--- src/inc/asx_pkg.sv ---
package asx_pkg;

    // opcode map selection
    typedef enum logic {MAP_BINARY, MAP_SOURCE} asx_map_e;

    // operation families
    typedef enum logic [2:0] {
        OP_ADD, OP_SUB, OP_ADD_WITH_CARRY, OP_SUBTRACT_WITH_BORROW, OP_INC, OP_DEC
    } asx_op_e;

    // operand forms
    typedef enum logic [3:0] {
        F_ACC_BANK,    // accumulator with bank_byte_reg
        F_ACC_DIRECT_ADDR_8BIT,    // accumulator with direct_addr_8bit
        F_ACC_IND,     // accumulator with indirect_byte_pointer
        F_ACC_IMM,     // accumulator with immediate
        F_RB_RB,       // file_byte_reg pair
        F_RW_RW,       // file_word_reg pair
        F_RD_RD,       // file_dword_reg pair
        F_RB_IMM,      // byte reg with 8-bit immediate
        F_RW_IMM,      // word reg with 16-bit immediate
        F_RD_IMM,      // dword reg with zero-extended immediate
        F_RB_DIRECT_ADDR_8BIT,     // byte reg with direct_addr_8bit
        F_RW_DIRECT_ADDR_8BIT,     // word reg with direct_addr_8bit
        F_RB_DIRECT_ADDR_16BIT,    // byte reg with direct_addr_16bit
        F_RW_DIRECT_ADDR_16BIT,    // word reg with direct_addr_16bit
        F_RB_IWORD,    // byte reg through word pointer
        F_RB_IDWORD    // byte reg through dword pointer
    } asx_form_e;

    // operand width
    typedef enum logic [1:0] {W_BYTE, W_WORD, W_DWORD} asx_width_e;

    // target memory space of the access
    typedef enum logic [1:0] {
        T_INTERNAL, T_PORT, T_PERIPH, T_EXTERNAL
    } asx_target_e;

    // one decoded request
    typedef struct packed {
        asx_op_e     op;
        asx_form_e   form;
        asx_target_e target;
        logic [1:0]  shortSel;  // 0:+1 1:+2 2:+4
        logic [31:0] dst;
        logic [31:0] src;
    } asx_req_s;

    // one result
    typedef struct packed {
        logic [31:0] value;
        logic        carry;
        logic [2:0]  bytes;
        logic [4:0]  states;
    } asx_rsp_s;

    // penalties in states, short-constant steps and width masks
    localparam logic [4:0] ARITH_PORT_EXTRA = 5'h01;
    localparam logic [4:0] ARITH_SFR_EXTRA  = 5'h02;
    localparam logic [4:0] INC_PORT_EXTRA   = 5'h02;
    localparam logic [4:0] INC_SFR_EXTRA    = 5'h03;
    localparam logic [4:0] EXT_BASE_EXTRA   = 5'h02;
    localparam logic [4:0] ONE_STATE        = 5'h01;
    localparam logic [1:0] SHORT_ONE        = 2'h0;
    localparam logic [1:0] SHORT_TWO        = 2'h1;
    localparam logic [31:0] STEP_ONE        = 32'h0000_0001;
    localparam logic [31:0] STEP_TWO        = 32'h0000_0002;
    localparam logic [31:0] STEP_FOUR       = 32'h0000_0004;
    localparam logic [7:0]  BYTE_MASK       = 8'hFF;
    localparam logic [15:0] WORD_MASK       = 16'hFFFF;

endpackage

--- src/asx_timing_rom.sv ---
`timescale 1ns/10ps
`default_nettype none
// base length and state count per form and opcode map
module asx_timing_rom
    import asx_pkg::*;
(
    // lookup key
    input  wire asx_map_e   mapSel,
    input  wire asx_op_e    op,
    input  wire asx_form_e  form,
    // base figures
    output logic [2:0]      bytes,
    output logic [4:0]      states
);
    logic [2:0] binBytes;  // binary-map length
    logic [4:0] binStates; // binary-map states
    logic       srcShift;  // source map: one byte shorter, one state less
    logic       accBank;   // bank and indirect accumulator forms: source map one longer

    // binary table, with source map derived by offset
    always_comb
    begin
        binBytes  = 3'h3;
        binStates = 5'h02;
        srcShift  = 1'b1;
        accBank   = 1'b0;
        if (op == OP_INC || op == OP_DEC)
        begin
            case (form)
                F_ACC_DIRECT_ADDR_8BIT:  // direct byte by one, same both maps
                begin
                    binBytes = 3'h2; binStates = 5'h02; srcShift = 1'b0;
                end
                F_ACC_IND:   // indirect pointer
                begin
                    binBytes = 3'h1; binStates = 5'h03; accBank = 1'b1;
                end
                F_RW_IMM: begin binBytes = 3'h3; binStates = 5'h02; end
                F_RD_IMM:
                begin
                    binBytes  = 3'h3;
                    binStates = (op == OP_INC) ? 5'h04 : 5'h05;
                end
                default: begin binBytes = 3'h3; binStates = 5'h02; end
            endcase
        end
        else
        begin
            case (form)
                F_ACC_BANK:
                begin
                    binBytes = 3'h1; binStates = 5'h01; accBank = 1'b1;
                end
                F_ACC_DIRECT_ADDR_8BIT:
                begin
                    binBytes = 3'h2; binStates = 5'h01; srcShift = 1'b0;
                end
                F_ACC_IND:
                begin
                    binBytes = 3'h1; binStates = 5'h02; accBank = 1'b1;
                end
                F_ACC_IMM:
                begin
                    binBytes = 3'h2; binStates = 5'h01; srcShift = 1'b0;
                end
                F_RB_RB:    begin binBytes = 3'h3; binStates = 5'h02; end
                F_RW_RW:    begin binBytes = 3'h3; binStates = 5'h03; end
                F_RD_RD:    begin binBytes = 3'h3; binStates = 5'h05; end
                F_RB_IMM:   begin binBytes = 3'h4; binStates = 5'h03; end
                F_RW_IMM:   begin binBytes = 3'h5; binStates = 5'h04; end
                F_RD_IMM:   begin binBytes = 3'h5; binStates = 5'h06; end
                F_RB_DIRECT_ADDR_8BIT:  begin binBytes = 3'h4; binStates = 5'h03; end
                F_RW_DIRECT_ADDR_8BIT:  begin binBytes = 3'h4; binStates = 5'h04; end
                F_RB_DIRECT_ADDR_16BIT: begin binBytes = 3'h5; binStates = 5'h03; end
                F_RW_DIRECT_ADDR_16BIT: begin binBytes = 3'h5; binStates = 5'h04; end
                F_RB_IWORD: begin binBytes = 3'h4; binStates = 5'h03; end
                default:    begin binBytes = 3'h4; binStates = 5'h04; end
            endcase
        end
    end

    // apply the selected opcode map
    always_comb
    begin
        bytes  = binBytes;
        states = binStates;
        if (mapSel == MAP_SOURCE)
        begin
            if (accBank)
            begin
                bytes  = binBytes + 3'h1;
                states = binStates + ONE_STATE;
            end
            else if (srcShift)
            begin
                bytes  = binBytes - 3'h1;
                states = binStates - ONE_STATE;
            end
        end
    end
endmodule
`default_nettype wire

--- src/asx_arith_exec.sv ---
`timescale 1ns/10ps
`default_nettype none
module asx_arith_exec
    import asx_pkg::*;
#(
    parameter int WAIT_W = 4  // width of wait-state count
)
(
    // clock and reset
    input  wire logic              mclk,
    input  wire logic              rst_b,
    // configuration
    input  wire asx_map_e          mapStrap,
    input  wire logic [WAIT_W-1:0] waitStates,
    // request
    input  wire logic              reqValid,
    input  wire asx_req_s          req,
    input  wire logic              carryIn,
    // result
    output var  logic              rspValid,
    output var  asx_rsp_s          rsp
);
    asx_map_e   mapSel_q;     // opcode map caught after reset
    asx_map_e   mapSel_d;
    logic       mapCaught_q;  // strap sampled once
    logic       mapCaught_d;
    logic       rspValid_q;
    logic       rspValid_d;
    asx_rsp_s   rsp_q;
    asx_rsp_s   rsp_d;
    logic [2:0] baseBytes;    // from timing table
    logic [4:0] baseStates;
    logic [4:0] extra;        // access penalty
    logic [4:0] waitPlusTwo;
    asx_width_e width;
    logic [32:0] sum;
    logic [31:0] step;
    logic [31:0] mask;

    // base figures per map
    asx_timing_rom u_rom
    (
        .mapSel (mapSel_q),
        .op     (req.op),
        .form   (req.form),
        .bytes  (baseBytes),
        .states (baseStates)
    );

    // strap is caught by a clocked process after release, not by the reset
    always_comb
    begin
        mapSel_d    = mapSel_q;
        mapCaught_d = mapCaught_q;
        if (!mapCaught_q)
        begin
            mapSel_d    = mapStrap;
            mapCaught_d = 1'b1;
        end
    end

    always_ff @(posedge mclk)
    begin
        if (!rst_b)
        begin
            mapSel_q    <= MAP_BINARY;
            mapCaught_q <= 1'b0;
        end
        else
        begin
            mapSel_q    <= mapSel_d;
            mapCaught_q <= mapCaught_d;
        end
    end

    // operand width from form
    always_comb
    begin
        case (req.form)
            F_RW_RW, F_RW_IMM, F_RW_DIRECT_ADDR_8BIT, F_RW_DIRECT_ADDR_16BIT: width = W_WORD;
            F_RD_RD, F_RD_IMM:                        width = W_DWORD;
            default:                                  width = W_BYTE;
        endcase
        case (width)
            W_WORD:  mask = {16'h0000, WORD_MASK};
            W_DWORD: mask = 32'hFFFF_FFFF;
            default: mask = {24'h00_0000, BYTE_MASK};
        endcase
    end

    // short constant decode
    always_comb
    begin
        case (req.shortSel)
            SHORT_ONE: step = STEP_ONE;
            SHORT_TWO: step = STEP_TWO;
            default:   step = STEP_FOUR;
        endcase
        // plain inc/dec of direct or indirect bytes is always by one
        if (req.form != F_RB_IMM && req.form != F_RW_IMM
            && req.form != F_RD_IMM)
            step = STEP_ONE;
    end

    // access penalties; the wait sum is saturated-free at this width
    always_comb
    begin
        waitPlusTwo = 5'(waitStates) + EXT_BASE_EXTRA;
        extra       = 5'h00;
        case (req.target)
            T_PORT:
                extra = (req.op == OP_INC || req.op == OP_DEC)
                      ? INC_PORT_EXTRA : ARITH_PORT_EXTRA;
            T_PERIPH:
                extra = (req.op == OP_INC || req.op == OP_DEC)
                      ? INC_SFR_EXTRA : ARITH_SFR_EXTRA;
            T_EXTERNAL:
                if (req.form == F_RW_DIRECT_ADDR_16BIT)
                    extra = 5'(waitPlusTwo << 1);
                else
                    extra = waitPlusTwo;
            default: extra = 5'h00;
        endcase
    end

    // datapath
    always_comb
    begin
        case (req.op)
            OP_ADD:  sum = {1'b0, req.dst} + {1'b0, req.src};
            OP_SUB:  sum = {1'b0, req.dst} - {1'b0, req.src};
            OP_ADD_WITH_CARRY: sum = {1'b0, req.dst} + {1'b0, req.src}
                         + {32'h0000_0000, carryIn};
            OP_SUBTRACT_WITH_BORROW: sum = {1'b0, req.dst} - {1'b0, req.src}
                         - {32'h0000_0000, carryIn};
            OP_INC:  sum = {1'b0, req.dst} + {1'b0, step};
            default: sum = {1'b0, req.dst} - {1'b0, step};
        endcase
    end

    // result registration
    always_comb
    begin
        rspValid_d = reqValid;
        rsp_d      = rsp_q;
        if (reqValid)
        begin
            rsp_d.value  = sum[31:0] & mask;
            case (width)
                W_WORD:  rsp_d.carry = sum[16];
                W_DWORD: rsp_d.carry = sum[32];
                default: rsp_d.carry = sum[8];
            endcase
            rsp_d.bytes  = baseBytes;
            rsp_d.states = baseStates + extra;
        end
    end

    always_ff @(posedge mclk)
    begin
        if (!rst_b)
        begin
            rspValid_q <= 1'b0;
            rsp_q      <= '0;
        end
        else
        begin
            rspValid_q <= rspValid_d;
            rsp_q      <= rsp_d;
        end
    end

    assign rspValid = rspValid_q;
    assign rsp      = rsp_q;
endmodule
`default_nettype wire

--- config.mk ---
export PLATFORM = sky130hd
export DESIGN_NAME = asx_arith_exec
export DESIGN_NICKNAME = d
export VERILOG_FILES = /design/src/inc/asx_pkg.sv /design/src/asx_timing_rom.sv /design/src/asx_arith_exec.sv
export SDC_FILE = /design/constraint.sdc
export NUM_CORES = 1
export LEC_CHECK = 0
export ABC_AREA = 1
export BUFFER_PORTS_ARGS = -buffer_cell sky130_fd_sc_hd__buf_2
export CAP_MARGIN = 20
export CORE_MARGIN = 2
export CORE_UTILIZATION = 50
export CTS_BUF_LIST = sky130_fd_sc_hd__clkbuf_8 sky130_fd_sc_hd__clkbuf_16
export DETAILED_ROUTE_END_ITERATION = 10
export MAX_ROUTING_LAYER = met4
export PLACE_DENSITY_LB_ADDON = 0.2
export SKIP_CTS_REPAIR_TIMING = 1
export SYNTH_ARGS = -nofsm -noshare
export SYNTH_HDL_FRONTEND = slang
export SYNTH_SLANG_ARGS = --single-unit
--- constraint.sdc ---
create_clock -name mclk -period 4.82 [get_ports mclk]
set_input_delay 0.964 -clock mclk [delete_from_list [all_inputs] [get_ports mclk]]
set_output_delay 0.964 -clock mclk [all_outputs]
set_load 0.02 [all_outputs]
# Yosys cells after proc, flatten, opt, wreduce, memory -nomap -nowiden
# Index checks and enable logic that the tools add are counted.
[word_totals]
memories = 0
mem_bits_rw = 0
wordCells = 93
mem_bits_ro = 0
in_bits = 84
ff_bits = 44
latchBits = 0
output_inout_bits = 42
[op_classes]
n_addsub = 12
n_reduce_logical = 15
n_div = 0
eq_ne = 28
mul = 0
n_lt_le_gt_ge = 0
n_mux = 30
bitwise_logic = 1
shift = 0
[op_table]
columns = ["cell", "n"]
rows = [
  ["$pmux W33 S5", 1],
  ["$add A32 B32 Y33", 2],
  ["$sub A32 B32 Y33", 2],
  ["$pmux W32 S2", 1],
  ["$add A33 B1 Y33", 1],
  ["$sub A33 B1 Y33", 1],
  ["$and A32 B32 Y32", 1],
  ["$mux W32", 1],
  ["$eq A4 B4 Y1 const B", 7],
  ["$mux W5", 5],
  ["$eq A4 B3 Y1 const B", 4],
  ["$pmux W3 S5", 1],
  ["$pmux W5 S3", 1],
  ["$mux W3", 4],
  ["$pmux W3 S4", 1],
  ["$pmux W5 S2", 1],
  ["$mux W1", 9],
  ["$eq A4 B2 Y1 const B", 2],
  ["$ne A4 B4 Y1 const B", 2],
  ["$pmux W2 S2", 2],
  ["$reduce_or A2 Y1", 4],
  ["$reduce_or A4 Y1", 2],
  ["$eq A2 B1 Y1 const B", 3],
  ["$eq A2 B2 Y1 const B", 3],
  ["other kinds (21)", 25],
]

# Depth between registers and ports, before layout
[logic_depth]
depth_word = 9
depth_mapped = 26

# Hierarchy
# Synthesis repeated with hierarchy kept, for this count alone.
[unflattened]
hier_cells = 2355
area_unflattened_um2 = 12514.5
[by_module_without_submodules]
columns = ["module", "area_each_um2", "instances", "cells_per_inst"]
rows = [
  ["asx_arith_exec", 11959.0, 1, 2249],
  ["asx_timing_rom", 555.5, 1, 106],
]

# Least setup slack after synthesis
# OpenSTA, ideal clock, no wires.
[synth_timing]
path_type = "in2reg"
start = "input port req[73] (netlist name)"
end = "register rsp_q, in the netlist rsp[33]"
arrival_time_ps = 4427
required_ps = 4750
path_slack_ps = 322
cell_stages = 21
path_cell_list = "clkbuf_1 nor2_1 inv_1 nor2_1 inv_1 a21oi_1 a21oi_1 fa_1 nand3_1 nand2_1 a21oi_1 o21ai_1 a21oi_1 o21ai_1 a21boi_0 o21ai_1 nand2_1 inv_1 o21ai_0 nand3_1 a21oi_1"
[synth_between]
elab_chain_len = 3
elab_cells_between_ends = 7
[synth_lines]
columns = ["element", "line", "text"]
rows = [
  ["from (decl)", "asx_arith_exec.sv:17", "input wire asx_req_s req,"],
  ["$eq A3 B3 Y1, or another cell as far along", "asx_arith_exec.sv:129", "case (req.op)"],
  ["$pmux W33 S5 *", "asx_arith_exec.sv:129", ""],
  ["$and A32 B32 Y32 *", "asx_arith_exec.sv:148", "rsp_d.value = sum[31:0] & mask;"],
  ["to (signal assigned)", "asx_arith_exec.sv:169", "rsp_q <= rsp_d;"],
  ["to (decl)", "asx_arith_exec.sv:29", "asx_rsp_s rsp_q;"],
]
# Every way passes the cells marked *; elsewhere a longest branch is shown, timed or not.
# A chain may end at the register's enable or synchronous reset.

# Worst setup path in the final report
[layout_timing]
start = "input port req[49] (netlist name)"
end = "register rsp_q, in the netlist rsp[38]"
[layout_between]
elab_chain_len = 4
elab_cells_between_ends = 8
[layout_lines]
columns = ["element", "line"]
rows = [
  ["$sub A32 B32 Y33 / $add A32 B32 Y33 (equally long branches)", "n/a"],
  ["$sub A33 B1 Y33 / $add A33 B1 Y33 (equally long branches)", "asx_arith_exec.sv:135, asx_arith_exec.sv:133"],
  ["$pmux W33 S5 *", "asx_arith_exec.sv:129"],
  ["$and A32 B32 Y32 *", "asx_arith_exec.sv:148"],
]
# Marks and branches as above.

==> impl_results.md <==
- Final Hold Viols: 0
- Final Hold Slack: between 0.4 and 0.5 ns
- Syn Area/Cell: about 5.2 um2
- Layout area overhead: 9.22%
- VDD IR max: roughly 0.14 mV
- Delay-heaviest family, CP: simple AND/OR/NAND/NOR gates
- RSZ-0062 raised after global routing: no
- Critical Path RT: roughly 5.0 ns
- Cells after DPL: about 2.7k
- Worst setup EP type: register
- CTS tree: built
- FF+latch count, synth: 44
- Commonest non-fill, non-tap cell in the layout: nand2_1
- Design area: between 10000 and 15000 um2
- Gpl congestion: approximately 1.1
- Largest net degree at the start of global routing: 39
- Maximum fanout along the worst path: 8
- DR DRC count: 0
- Most frequent cells in the layout: nand2_1 (695), inv_1 (406), nor2_1 (220)
- Filler instances: 2606
- FF-to-FF End: rsp[4]$_SDFFE_PN0P_
- GRT overflow: 0
- 1st-pass router iterations: 8
- Chip width: about 160 um
- Synthesized net count: roughly 2.5k
- Root Buffer: clkbuf_16
- Initial Utilization: approximately half
- Worst path bufs/invs: 2
- # rows: 56
- Top-Level Pins: ~130
- Warnings, synthesis: 0
- Routed vias/inst: approximately 5.7
- Wirelength per Cell: 18.1 um
- Setup slack, reg-to-reg: between 2 and 2.5 ns
- Dpl ws: between 0.15 and 0.2 ns
- Sequential fraction of the synthesis area: 7.42%
- Fin cells: about 2.7k
- Tot GR Track Use: ~39%
- Sink Count: 44
- Reg2Reg Launch Point: mapSel_q$_SDFFE_PN0N_
- Synth cell types: 50
- Post-Synthesis Cells: 2282
- WHS Endpoint: mapSel_q$_SDFFE_PN0N_
- Slew Limit Fails: 0
- Final #Nets: roughly 2.6k
- Critical path class: in2reg
- Mapped Area: around 12000 um2
- Die area: around 25000 um2
- CTS buffer count: 5
- Worst path slowest cell: nor2_1
- Crit start category: input pin
- Worst Slack Setup Final: between 0.2 and 0.3 ns
- P_leak: 7.07 nW
- DRT iter0 DRCs: approximately 1.7k
- Layout cells sized above 1: about 8.7%
- Final Power: ~2.4 mW
- Tmin final: about 4.5 ns
- Fin crit share: around 94%
- CP most frequent cell: nand3_1
- Chip Height: between 150 and 200 um
- Clock Latency Late Sink: roughly 0.29 ns
- H-tree levels: 2
- Max incr delay on CP: 0.51 ns
- Peak Freq: 0.220 GHz
- Post-route ant nets: 0
- Slew headroom: between 30% and 40%
- R2R cell count: 10
- Synth Flop Type: dfxtp_1
- Via Count: 15.3k
- EDFF count, synth: 0
- Total inserted antenna cells: 0
- WHS Path Cells: 1
- Critical Path AT: about 4.8 ns
- Final setup viols: 0
- First-pass GRT wire length: 73.2 mm
- Worst-margin pin slew: 1.01 ns
- Final Core Density: 55.4%
- Detail Placement HPWL: roughly 42 mm
- HP Start: mapCaught_q$_DFF_P_
- Outcome: completed
- IO Port Bufs: 125
- Number of antenna violations at the first check in global routing: 0
- Crit path cell chain: buf_2 > ha_1 > nor2_1 > nand2_1 > nor2_1 > nand3_1 > nand4_1 > nand2_1 > nor2_1 > inv_1 > nor3_1 > nand3_1 > nand2_1 > nand3_1 > nand3_1 > nand3_1 > a21oi_1
- Clk_skew: between 0.001 and 0.0015 ns
- Vias in the first global route: between 10k and 15k
- Clock Path Buffers: 2
- Max Cap Violations: 0
- Post-Place Cell Area: roughly 13000 um2
- CORE AREA: approximately 23000 um2
- Final wirelength: between 40 and 50 mm
- Asr flop ratio synth: 0%
- Hold Crit Class: reg2reg
- Total Neg Setup Slack: 0 ns
- Clock transition at the registers of the reported paths: ~0.07 ns
- Pwr/cell area: ~180 nW/um2
metal layers:
layer / vias up / GRT usage [%] / share of wire, %
li1: 7537 / - / -
met1: 6808 / 51.4 / 43
met2: 831 / 60.0 / 42
met3: 115 / 6.02 / 10
met4: 0 / 16.7 / 5.1
met5: - / - / 0
kinds of logic after synthesis:
| logic type | synth area share (%) |
|---|---|
| other | 0.0316 |
| AOI/OAI and AO/OA | 17.8 |
| buffers and inverters | 15.3 |
| and+or+nand+nor | 44.3 |
| DFF | 7.42 |
| adders and majority gates | 12.5 |
| xor gates and xnor gates | 2.71 |
worst max path at each step:
stage,start,endpoint,slack (ns),cells past startpoint
2_1_floorplan,req[73],rsp[33]$_SDFFE_PN0P_,0.32,21
3_3_place_gp,req[49],rsp[8]$_SDFFE_PN0P_,0.23,18
3_5_place_dp,req[70],rsp[30]$_SDFFE_PN0P_,0.17,20
4_1_cts,req[70],rsp[30]$_SDFFE_PN0P_,0.44,20
5_1_grt,req[73],rsp[32]$_SDFFE_PN0P_,0.04,19
6_report,req[49],rsp[38]$_SDFFE_PN0P_,0.28,17
worst reg2reg max path, delay by kind of cell, from the launching register on:
| family | cells | cell delay [ns] |
|---|---|---|
| fa+ha+maj | 2 | 0.64 |
| simple gates | 3 | 0.51 |
| xor+xnor | 3 | 0.49 |
| flops | 1 | 0.39 |
| buf+inv | 1 | 0.09 |
| compound gates | 1 | 0.09 |
power breakdown:
part	internal [mW]	switching, mW
Sequential	0.385	0.0109
Combinational	0.473	1.14
Clock	0.207	0.159
Total	1.06	1.31
state kept, by name, indices dropped and copies added, names as in the netlist:
register / flops
mapCaught_q: 1
mapSel_q: 1
rsp: 41
rspValid: 1
cell type report:
| cell class | instances | area (um2) | share of cell area (%) |
|---|---|---|---|
| tap | 319 | 399 | 3.08 |
| sequential | 44 | 881 | 6.79 |
| timing repair buffer | 143 | 761 | 5.87 |
| clock inverter | 2 | 15.0 | 0.116 |
| inverter | 423 | 1590 | 12.2 |
| clock buffer | 6 | 139 | 1.07 |
| multi-input combinational | 1764 | 9180 | 70.8 |
cells in the mapped netlist (all sizes together), types with 6 or more instances:
master / number / area share, %
clkbuf: 31 / 0.98
nor3: 32 / 1.5
nand4: 48 / 2.6
nand3: 189 / 8.3
nor2: 237 / 8.0
a221oi: 17 / 1.3
a21oi: 174 / 7.4
xor2: 21 / 1.7
nand3b: 7 / 0.44
o21a: 7 / 0.44
o22ai: 14 / 0.74
dfxtp: 44 / 7.4
o211ai: 9 / 0.57
o221ai: 6 / 0.44
clkinv: 7 / 0.22
ha: 112 / 12
buf: 20 / 0.91
inv: 416 / 13
a31oi: 13 / 0.69
nand2: 708 / 23
o21bai: 6 / 0.38
xnor2: 14 / 1.0
o21ai: 111 / 4.7
(Power assumes the default switching activity.)
